$ cat config.mk
export PLATFORM = sky130hd
export DESIGN_NAME = gain_adjust
export DESIGN_NICKNAME = d
export VERILOG_FILES = /design/src/common/gain_pkg.sv /design/src/core/gain_adjust.sv /design/src/core/gain_mult.sv
export SDC_FILE = /design/constraint.sdc
export NUM_CORES = 1
export LEC_CHECK = 0
export BUFFER_PORTS_ARGS = -buffer_cell sky130_fd_sc_hd__buf_2
export CAP_MARGIN = 20
export CORE_ASPECT_RATIO = 0.6
export CORE_MARGIN = 2
export CORE_UTILIZATION = 44
export DETAILED_ROUTE_END_ITERATION = 16
export PLACE_DENSITY = 0.59
export SYNTH_ARGS = -nofsm -noshare
export SYNTH_HDL_FRONTEND = slang
export SYNTH_SLANG_ARGS = --single-unit
$ cat constraint.sdc
create_clock -name clk_sys -period 11.5 [get_ports clk_sys]
set_input_delay 1.15 -clock clk_sys [delete_from_list [all_inputs] [get_ports clk_sys]]
set_output_delay 1.15 -clock clk_sys [all_outputs]
set_load 0.01 [all_outputs]
$ cat src/common/gain_pkg.sv
// Shared constants, types and arithmetic for the converter gain adjustment block
package gain_pkg;

    localparam int ADDR_W = 8;
    localparam int DATA_W = 8;
    localparam int RESULT_W = 12;
    localparam int GAIN_W = 12;
    localparam int GAIN_NUM_W = 13;
    localparam int PROD_W = RESULT_W + GAIN_NUM_W;
    localparam int FRAC_BITS = 12;
    localparam int HIGH_FIELD_W = 8;
    localparam int LOW_FIELD_W = 4;
    localparam int LOW_FIELD_LSB = 4;
    localparam int EXTRA_BIT = 0;
    localparam int EXTRA_SHIFT = 6;

    localparam logic [ADDR_W-1:0] OFF_GAIN_HIGH = 8'h04;
    localparam logic [ADDR_W-1:0] OFF_GAIN_LOW = 8'h07;
    localparam logic [ADDR_W-1:0] OFF_GAIN_EXTRA = 8'h08;

    localparam logic [DATA_W-1:0] RST_GAIN_HIGH = 8'hFC;
    localparam logic [DATA_W-1:0] RST_GAIN_LOW = 8'h00;
    localparam logic [DATA_W-1:0] RST_GAIN_EXTRA = 8'h01;
    localparam logic [DATA_W-1:0] READ_ZERO = 8'h00;

    localparam logic [GAIN_NUM_W-1:0] GAIN_MAX = 13'h103F;
    localparam logic [RESULT_W-1:0] RESULT_MAX = 12'hFFF;

    typedef struct packed {
        logic valid;
        logic [RESULT_W-1:0] data;
    } sample_t;

    typedef struct packed {
        logic wr;
        logic rd;
        logic [ADDR_W-1:0] addr;
        logic [DATA_W-1:0] wdata;
    } reg_req_t;

    // Gain numerator in units of 1/4096; extra bit adds 64/4096
    function automatic logic [GAIN_NUM_W-1:0] gain_value(
        input logic [HIGH_FIELD_W-1:0] high_field,
        input logic [LOW_FIELD_W-1:0] low_field,
        input logic extra_flag
    );
        logic [GAIN_NUM_W-1:0] word;
        logic [GAIN_NUM_W-1:0] extra;
        word = {1'b0, high_field, low_field};
        extra = GAIN_NUM_W'(extra_flag) << EXTRA_SHIFT;
        return GAIN_NUM_W'(word + extra);
    endfunction

    // Scale a raw result, drop fraction bits, clamp to the result width
    function automatic logic [RESULT_W-1:0] scale_sample(
        input logic [RESULT_W-1:0] raw,
        input logic [GAIN_NUM_W-1:0] gain
    );
        logic [PROD_W-1:0] prod;
        logic [PROD_W-FRAC_BITS-1:0] whole;
        prod = PROD_W'(raw) * PROD_W'(gain);
        whole = prod[PROD_W-1:FRAC_BITS];
        if (whole > (PROD_W-FRAC_BITS)'(RESULT_MAX)) begin
            return RESULT_MAX;
        end
        return whole[RESULT_W-1:0];
    endfunction

endpackage

$ cat src/core/gain_adjust.sv
// Gain adjustment registers and result scaling for the sample converter
`timescale 1ns/1ps
`default_nettype none
module gain_adjust (
    input wire logic clk_sys,
    input wire logic rst_b,
    input wire logic [gain_pkg::ADDR_W-1:0] reg_addr,
    input wire logic [gain_pkg::DATA_W-1:0] reg_wdata,
    input wire logic reg_wr,
    input wire logic reg_rd,
    output logic [gain_pkg::DATA_W-1:0] reg_rdata,
    input wire gain_pkg::sample_t raw_in,
    output gain_pkg::sample_t result_out,
    output logic [gain_pkg::GAIN_NUM_W-1:0] gain_setting
);
    import gain_pkg::*;

    ////////////////////////////////////////////////////////////////////////////
    // Register request decode

    reg_req_t req;
    logic hit_high;
    logic hit_low;
    logic hit_extra;
    logic hit_any;

    assign req.wr = reg_wr;
    assign req.rd = reg_rd;
    assign req.addr = reg_addr;
    assign req.wdata = reg_wdata;

    assign hit_high = (req.addr == OFF_GAIN_HIGH);
    assign hit_low = (req.addr == OFF_GAIN_LOW);
    assign hit_extra = (req.addr == OFF_GAIN_EXTRA);
    assign hit_any = hit_high | hit_low | hit_extra;

    ////////////////////////////////////////////////////////////////////////////
    // Gain registers

    logic [HIGH_FIELD_W-1:0] gain_upper_field_q;
    logic [HIGH_FIELD_W-1:0] gain_upper_field_d;
    logic [LOW_FIELD_W-1:0] gain_lower_field_q;
    logic [LOW_FIELD_W-1:0] gain_lower_field_d;
    logic additional_gain_flag_q;
    logic additional_gain_flag_d;

    // Full byte, every bit writable
    assign gain_upper_field_d = (req.wr && hit_high) ? req.wdata : gain_upper_field_q;

    // Only bits 7..4 are stored; the reserved nibble is not kept
    assign gain_lower_field_d = (req.wr && hit_low) ?
        req.wdata[LOW_FIELD_LSB +: LOW_FIELD_W] : gain_lower_field_q;

    assign additional_gain_flag_d = (req.wr && hit_extra) ? req.wdata[EXTRA_BIT] : additional_gain_flag_q;

    always_ff @(posedge clk_sys or negedge rst_b) begin
        if (!rst_b) begin
            gain_upper_field_q <= RST_GAIN_HIGH;
            gain_lower_field_q <= RST_GAIN_LOW[LOW_FIELD_LSB +: LOW_FIELD_W];
            additional_gain_flag_q <= RST_GAIN_EXTRA[EXTRA_BIT];
        end else begin
            gain_upper_field_q <= gain_upper_field_d;
            gain_lower_field_q <= gain_lower_field_d;
            additional_gain_flag_q <= additional_gain_flag_d;
        end
    end

    ////////////////////////////////////////////////////////////////////////////
    // Read path

    logic [DATA_W-1:0] view_high;
    logic [DATA_W-1:0] view_low;
    logic [DATA_W-1:0] view_extra;
    logic [DATA_W-1:0] read_sel;
    logic [DATA_W-1:0] rdata_q;
    logic [DATA_W-1:0] rdata_d;

    assign view_high = gain_upper_field_q;
    // Reserved nibble reads as zero, so software sees what it should write
    assign view_low = {gain_lower_field_q, {LOW_FIELD_LSB{1'b0}}};
    assign view_extra = {{(DATA_W-1){1'b0}}, additional_gain_flag_q};

    assign read_sel = hit_high ? view_high :
                      hit_low ? view_low :
                      hit_extra ? view_extra : READ_ZERO;

    // Read data stand only in the cycle after the strobe
    assign rdata_d = req.rd ? read_sel : READ_ZERO;
    assign reg_rdata = rdata_q;

    always_ff @(posedge clk_sys or negedge rst_b) begin
        if (!rst_b) begin
            rdata_q <= READ_ZERO;
        end else begin
            rdata_q <= rdata_d;
        end
    end

    ////////////////////////////////////////////////////////////////////////////
    // Effective gain and result scaling

    logic [GAIN_NUM_W-1:0] gain_num;

    // Numerator over 4096: 0 up to 4159, i.e. 0 to about 1.015
    assign gain_num = gain_value(gain_upper_field_q, gain_lower_field_q, additional_gain_flag_q);
    assign gain_setting = gain_num;

    gain_mult u_mult (
        .clk_sys(clk_sys),
        .rst_b(rst_b),
        .sample_in(raw_in),
        .gain(gain_num),
        .sample_out(result_out)
    );
endmodule
`default_nettype wire

$ cat src/core/gain_mult.sv
// Registered scaling stage for conversion results
`timescale 1ns/1ps
`default_nettype none
module gain_mult (
    input wire logic clk_sys,
    input wire logic rst_b,
    input wire gain_pkg::sample_t sample_in,
    input wire logic [gain_pkg::GAIN_NUM_W-1:0] gain,
    output gain_pkg::sample_t sample_out
);
    import gain_pkg::*;

    sample_t out_q;
    sample_t out_d;

    assign out_d.valid = sample_in.valid;
    assign out_d.data = sample_in.valid ? scale_sample(sample_in.data, gain) : out_q.data;
    assign sample_out = out_q;

    always_ff @(posedge clk_sys or negedge rst_b) begin
        if (!rst_b) begin
            out_q <= '0;
        end else begin
            out_q <= out_d;
        end
    end

endmodule
`default_nettype wire
==> results of run 1 <==
## flip-flops by register name, indices dropped and copies added, names as in the netlist
register	flops
additional_gain_flag_q	1
reg_rdata	8
gain_upper_field_q	8
gain_lower_field_q	4
u_mult.sample_out	13
## power groups by stage
stage | Combinational [W] | Clock (W) | Sequential, W
global placement | 0.000203 | 0 | 0.000142
floorplan | 0.000149 | 0 | 0.000141
finish | 0.000207 | 0.000133 | 0.000141
global route | 0.000235 | 0.000143 | 0.000142
CTS | 0.000209 | 0.000137 | 0.000140
detailed placement | 0.000207 | 0 | 0.000142
## logic make-up after synthesis
| kind of cell | after synthesis | share of synthesized area, % |
|---|---|---|
| muxes | 13 | 2.20 |
| DFF | 34 | 12.9 |
| adders and majority gates | 170 | 44.2 |
| buffers and inverters | 171 | 10.2 |
| AOI/OAI and AO/OA | 96 | 9.78 |
| and+or+nand+nor | 246 | 18.7 |
| xor gates and xnor gates | 16 | 2.10 |
## cell usage in the layout, fill, tap and decap left out, types with 10 or more instances in the layout
cell	instances
nand2_1	104
ha_1	61
o21ai_0	17
a21oi_1	33
nor2_1	26
fa_1	109
nand4_1	10
dfrtp_1	27
inv_1	132
xnor2_1	12
and2_1	73
mux2_2	13
buf_2	66
## area by class of cell
type                       count  area, sq um  share of cell area [%]
clock buffer                   6          139                    1.91
clock inverter                 2         12.5                   0.172
inverter                     132          495                    6.82
multi-input combinational    541         5130                    70.7
sequential                    34          860                    11.8
tap                          198          248                    3.41
timing repair buffer          72          375                    5.17
## per-layer routing
metal  global-route usage (%)  vias up  wire length (um)
li1                         -     2422                 -
met1                     32.7     2622              8050
met2                     35.8      200              7590
met3                     3.46       17              1320
met4                     3.34        0               153
met5                        0        -                 0
## Yosys cell counts (10+ instances only)
cell type	number
clkbuf_1	27
dfrtp_1	27
nand4_1	10
fa_1	109
inv_1	132
and2_1	73
o21ai_0	17
nor2_1	26
a21oi_1	33
mux2_2	13
ha_1	61
xnor2_1	12
nand2_1	104
## worst max-delay path: stages (launching register included)
cell,delay (ns)
dfstp_2,0.55
ha_1,0.22
and3_1,0.17
nand3_1,0.09
xnor2_1,0.15
buf_4,0.24
nand2_1,0.09
fa_1,0.49
inv_1,0.05
fa_1,0.55
fa_1,0.45
fa_1,0.54
inv_1,0.05
fa_1,0.52
inv_1,0.04
ha_1,0.39
a21oi_1,0.38
o21ai_1,0.28
a2111oi_2,0.33
o21ai_0,0.15
xnor2_1,0.16
a21oi_1,0.08
## through the flow
step	utilization (%)	total power [W]
floorplan	-	0.000290
global placement	48.6	0.000345
detailed placement	48.6	0.000349
CTS	49.6	0.000487
global route	49.6	0.000521
finish	49.6	0.000481
## how the worst max path moves through the flow
stage / cells after the start / to / slack (ns)
2_1_floorplan: 22 / u_mult.sample_out[10] / 5.69
3_3_place_gp: 16 / u_mult.sample_out[8] / 5.38
3_5_place_dp: 17 / u_mult.sample_out[11] / 5.33
4_1_cts: 21 / u_mult.sample_out[11] / 5.36
5_1_grt: 21 / u_mult.sample_out[11] / 5.05
6_report: 21 / u_mult.sample_out[11] / 5.37
==> flow_summary.yaml, run 1 <==
run_status:
  outcome: "finished clean"
floorplanning:
  dieHeight_um: 99.4
  die_area_sq_um: 16200
  die_x_um: 163
  num_io_pins: 67
  start_util_pct: 45.6
  core-area_sq_um: 14600
  num_rows: 34
min_path:
  min-delay-start: "u_mult.sample_out[9]"
  whs_endpoint: "u_mult.sample_out[9]"
  min_path_type: "flip-flop to flip-flop"
  hold_depth: 2
yosys:
  ys_seq_area_share_pct: 12.9
  synth_area_per_cell_sq_um: 8.94
  synth.area.top_cells: "fa_1 (33%), ha_1 (11%), dfrtp_1 (10%), inv_1 (7.4%), and2_1 (6.8%)"
  synth_seq_cells: 34
  ys_warn_count: 0
  synthFlopType: "dfrtp_1"
  syn-num-nets: 949
  synth_edf_count: 0
  postSynthCellCount: 746
  netlist_area_sq_um: 6670
  synth_area_leader_cell: "fa_1"
  synth.distinct_cells: 52
  netlist.area_leader.share_pct: 32.7
  async_reset_ff_share_pct: 100
sta:
  worst_pin_slew_ns: 0.766
  setup_viol: 0
  hold_ws_ns: 0.518
  slew_headroom_pct: 48.9
  slew_viol_final: 0
  fin_crit_ns: 6.13
  finalHoldViolations: 0
  rsz0062_at_grt: "false"
  fmax_ghz: 0.163
  min_period_over_period_pct: 53.3
  finalSetupTns_ns: 0
  skew_ns: 0.00121
  setup_ws_ns: 5.37
grt:
  grt_pass1_wl_um: 28200
  grt_use_total_pct: 22.3
  antenna_found_initial: 0
  grt_pass1_vias: 5417
  grt_max_degree: 35
  grt_overflow: 0
cts:
  cts_buffers: 5
  clock_latency_ns: 0.27
  cts.htree.levels: 2
  clockBufferDepth: 2
  post_cts_resized: 0
  post-cts-setup-buffers: 0
  cts_sinks: 34
  cts_tree: "yes"
  cts_hold_buffers: 0
  clock-root-buffer: "clkbuf_16"
  clk_pin_slew_ns: 0.05
routing:
  vias: 5261
  drt-pass1-iter-count: 5
  postRouteAntennaNets: 0
  wire_per_inst_um: 17.4
  via_per_inst: 5.34
  wirelength_um: 17100
  dr.first_iter.drc_count: 368
  drc: 0
setup_path:
  critPathMaxFanout: 13
  critPathKind: "flip-flop to flip-flop"
  crit_path_start_kind: "flip-flop"
  rr_startpoint: "additional_gain_flag_q"
  critPathArrivalTime_ns: 6.28
  r2r_setup_slack_ns: 5.37
  r2r_cells: 21
  cp.required_ns: 11.64
  end_kind: "flip-flop"
  crit_start: "additional_gain_flag_q"
  timing.rr.end: "u_mult.sample_out[11]"
power_and_ir_drop:
  swShare_pct: 39.2
  ir_drop_mv: 0.0461
  power.switching_w: 0.000189
  internal_power_w: 0.000293
  p_leak_nw: 3.84
  seqPwrFrac_pct: 29.3
  power_density_nw_per_um2: 66.3
  power_frac_clock_pct: 27.7
  power_frac_comb_pct: 43.0
place:
  numPortBuffers: 66
  pre_cts_slack_ns: 5.33
  dp_hpwl_um: 14300
  place_congestion: 0.877
  placed_cells: 977
  place_area_sq_um: 7110
layout:
  fin_cells: 985
  n_antenna_cell: 0
  drive_above_1_share_pct: 14.9
  nets: 989
  area_delta_synth_final_pct: 8.89
  final_area_sq_um: 7260
  fill_cells: 1430
job:
  maxCapViolCount: 0
Note: power is estimated with default switching activity, not from simulation.
==> run 2: changes to the inputs <==
Clock period 11.5 ns to 6.24 ns, I/O delays scaled along.
==> run 2 against run 1 <==
Net effect:
- design area increased by 1.0%
- sequential cell count unchanged
- register-to-register slack got worse by 5.0 ns
- cell count grew 0.71%
- global-route usage rose by 0.054 points
- clock skew up 0.0055 ns
- worst hold slack worse by 0.12 ns
==> flow_summary.yaml, run 2 (same netlist as run 1, synthesis figures left out) <==
setup_path:
  crit_path_start_kind: "flip-flop"
  critPathMaxFanout: 13
  rr_startpoint: "additional_gain_flag_q"
  critPathKind: "flip-flop to flip-flop"
  r2r_cells: 21
  cp.required_ns: 6.43
  critPathArrivalTime_ns: 6.08
  timing.rr.end: "u_mult.sample_out[10]"
  r2r_setup_slack_ns: 0.34
  end_kind: "flip-flop"
routing:
  via_per_inst: 5.37
  drc: 0
  wirelength_um: 17400
  postRouteAntennaNets: 0
  vias: 5329
  dr.first_iter.drc_count: 422
  drt-pass1-iter-count: 5
  wire_per_inst_um: 17.6
cts:
  clockBufferDepth: 2
  clock-root-buffer: "clkbuf_16"
  post_cts_resized: 0
  cts.htree.levels: 2
  cts_tree: "yes"
  cts_buffers: 5
  clock_latency_ns: 0.28
  cts_sinks: 34
  cts_hold_buffers: 0
  post-cts-setup-buffers: 0
  clk_pin_slew_ns: 0.06
grt:
  grt_pass1_vias: 5374
  grt_use_total_pct: 22.3
  grt_pass1_wl_um: 28300
  grt_overflow: 0
  antenna_found_initial: 0
  grt_max_degree: 35
power_and_ir_drop:
  power_density_nw_per_um2: 122
  ir_drop_mv: 0.111
  p_leak_nw: 3.88
floorplanning:
  die_x_um: 163
  dieHeight_um: 99.4
  start_util_pct: 45.6
  core-area_sq_um: 14600
  die_area_sq_um: 16200
  num_rows: 34
  num_io_pins: 67
sta:
  skew_ns: 0.00672
  slew_viol_final: 0
  fin_crit_ns: 5.90
  min_period_over_period_pct: 94.5
  slew_headroom_pct: 50.4
  rsz0062_at_grt: "false"
  fmax_ghz: 0.170
  worst_pin_slew_ns: 0.744
  setup_viol: 0
  finalHoldViolations: 0
  finalSetupTns_ns: 0
place:
  numPortBuffers: 66
  place_congestion: 0.894
  dp_hpwl_um: 14400
  place_area_sq_um: 7150
layout:
  drive_above_1_share_pct: 15.7
  area_delta_synth_final_pct: 9.98
  fill_cells: 1373
  largest_reg_flops: 13
  n_antenna_cell: 0
  layout_commonest_cell: "inv_1"
  final_area_sq_um: 7330
  most-common-layout-cells: "inv_1 (132), fa_1 (109), nand2_1 (104)"
  nets: 996
min_path:
  min_path_type: "input port to asynchronous set/reset pin"
job:
  maxCapViolCount: 0
run_status:
  outcome: "finished clean"
[run 2: stage by stage]
| stage | total power, W | setup WS, ns | hold slack (ns) | utilization [%] | instances |
|---|---|---|---|---|---|
| after CTS | 0.000901 | 0.328 | 0.436 | 49.9 | 991 |
| final | 0.000898 | 0.344 | 0.402 | 50.1 | 992 |
| after detailed placement | 0.000648 | 0.367 | 0.520 | 48.9 | 983 |
| after global routing | 0.000968 | 0.0240 | 0.485 | 50.1 | 992 |
| after floorplan | 0.000534 | 0.429 | 0.328 | - | 746 |
| after global placement | 0.000640 | 0.457 | 0.500 | 48.9 | 983 |
[run 2: power by group]
group | internal [W] | total [W] | switching (W)
Clock | 0.000158 | 0.000249 | 0.0000912
Combinational | 0.000146 | 0.000391 | 0.000245
Sequential | 0.000239 | 0.000257 | 0.0000183
Total | 0.000543 | 0.000898 | 0.000355
[run 2: routing by layer]
metal  vias to the layer above  GRT usage, %  wire length (um)
met1                      2699          33.4              8400
met3                        15          4.42              1290
met4                         0          3.06               157
met5                         -             0                 0
met2                       171          34.4              7580
li1                       2444             -                 -
[run 2: how the worst max path moves through the flow]
stage | startpoint | to | slack [ns] | cells after the start
floorplan | gain_upper_field_q[2] | u_mult.sample_out[10] | 0.43 | 22
global placement | additional_gain_flag_q | u_mult.sample_out[8] | 0.46 | 21
detailed placement | additional_gain_flag_q | u_mult.sample_out[2] | 0.37 | 20
CTS | additional_gain_flag_q | u_mult.sample_out[11] | 0.33 | 21
global route | additional_gain_flag_q | u_mult.sample_out[2] | 0.02 | 20
finish | additional_gain_flag_q | u_mult.sample_out[10] | 0.34 | 21
[run 2: final cells by class]
| cell class | instances | area, sq um | area share, % |
|---|---|---|---|
| clock buffer | 7 | 143 | 1.95 |
| clock inverter | 1 | 5.00 | 0.0682 |
| inverter | 132 | 495 | 6.76 |
| multi-input combinational | 542 | 5160 | 70.4 |
| sequential | 34 | 860 | 11.7 |
| tap | 198 | 248 | 3.38 |
| timing repair buffer | 78 | 420 | 5.73 |
[run 2: worst max-delay path, cell delays in order, from the launching register on]
cell and delay, ns:
dfstp_2 0.56, ha_1 0.22, and3_1 0.18, nand3_1 0.09, xnor2_1 0.15, buf_4 0.22, nand2_1 0.09, fa_1 0.51
inv_1 0.06, fa_1 0.52, fa_1 0.44, fa_1 0.54, inv_1 0.05, fa_1 0.52, inv_1 0.04, ha_1 0.41
a211oi_1 0.25, nor2_1 0.09, a31oi_1 0.17, o21ai_1 0.08, or4b_1 0.51, o211ai_1 0.10
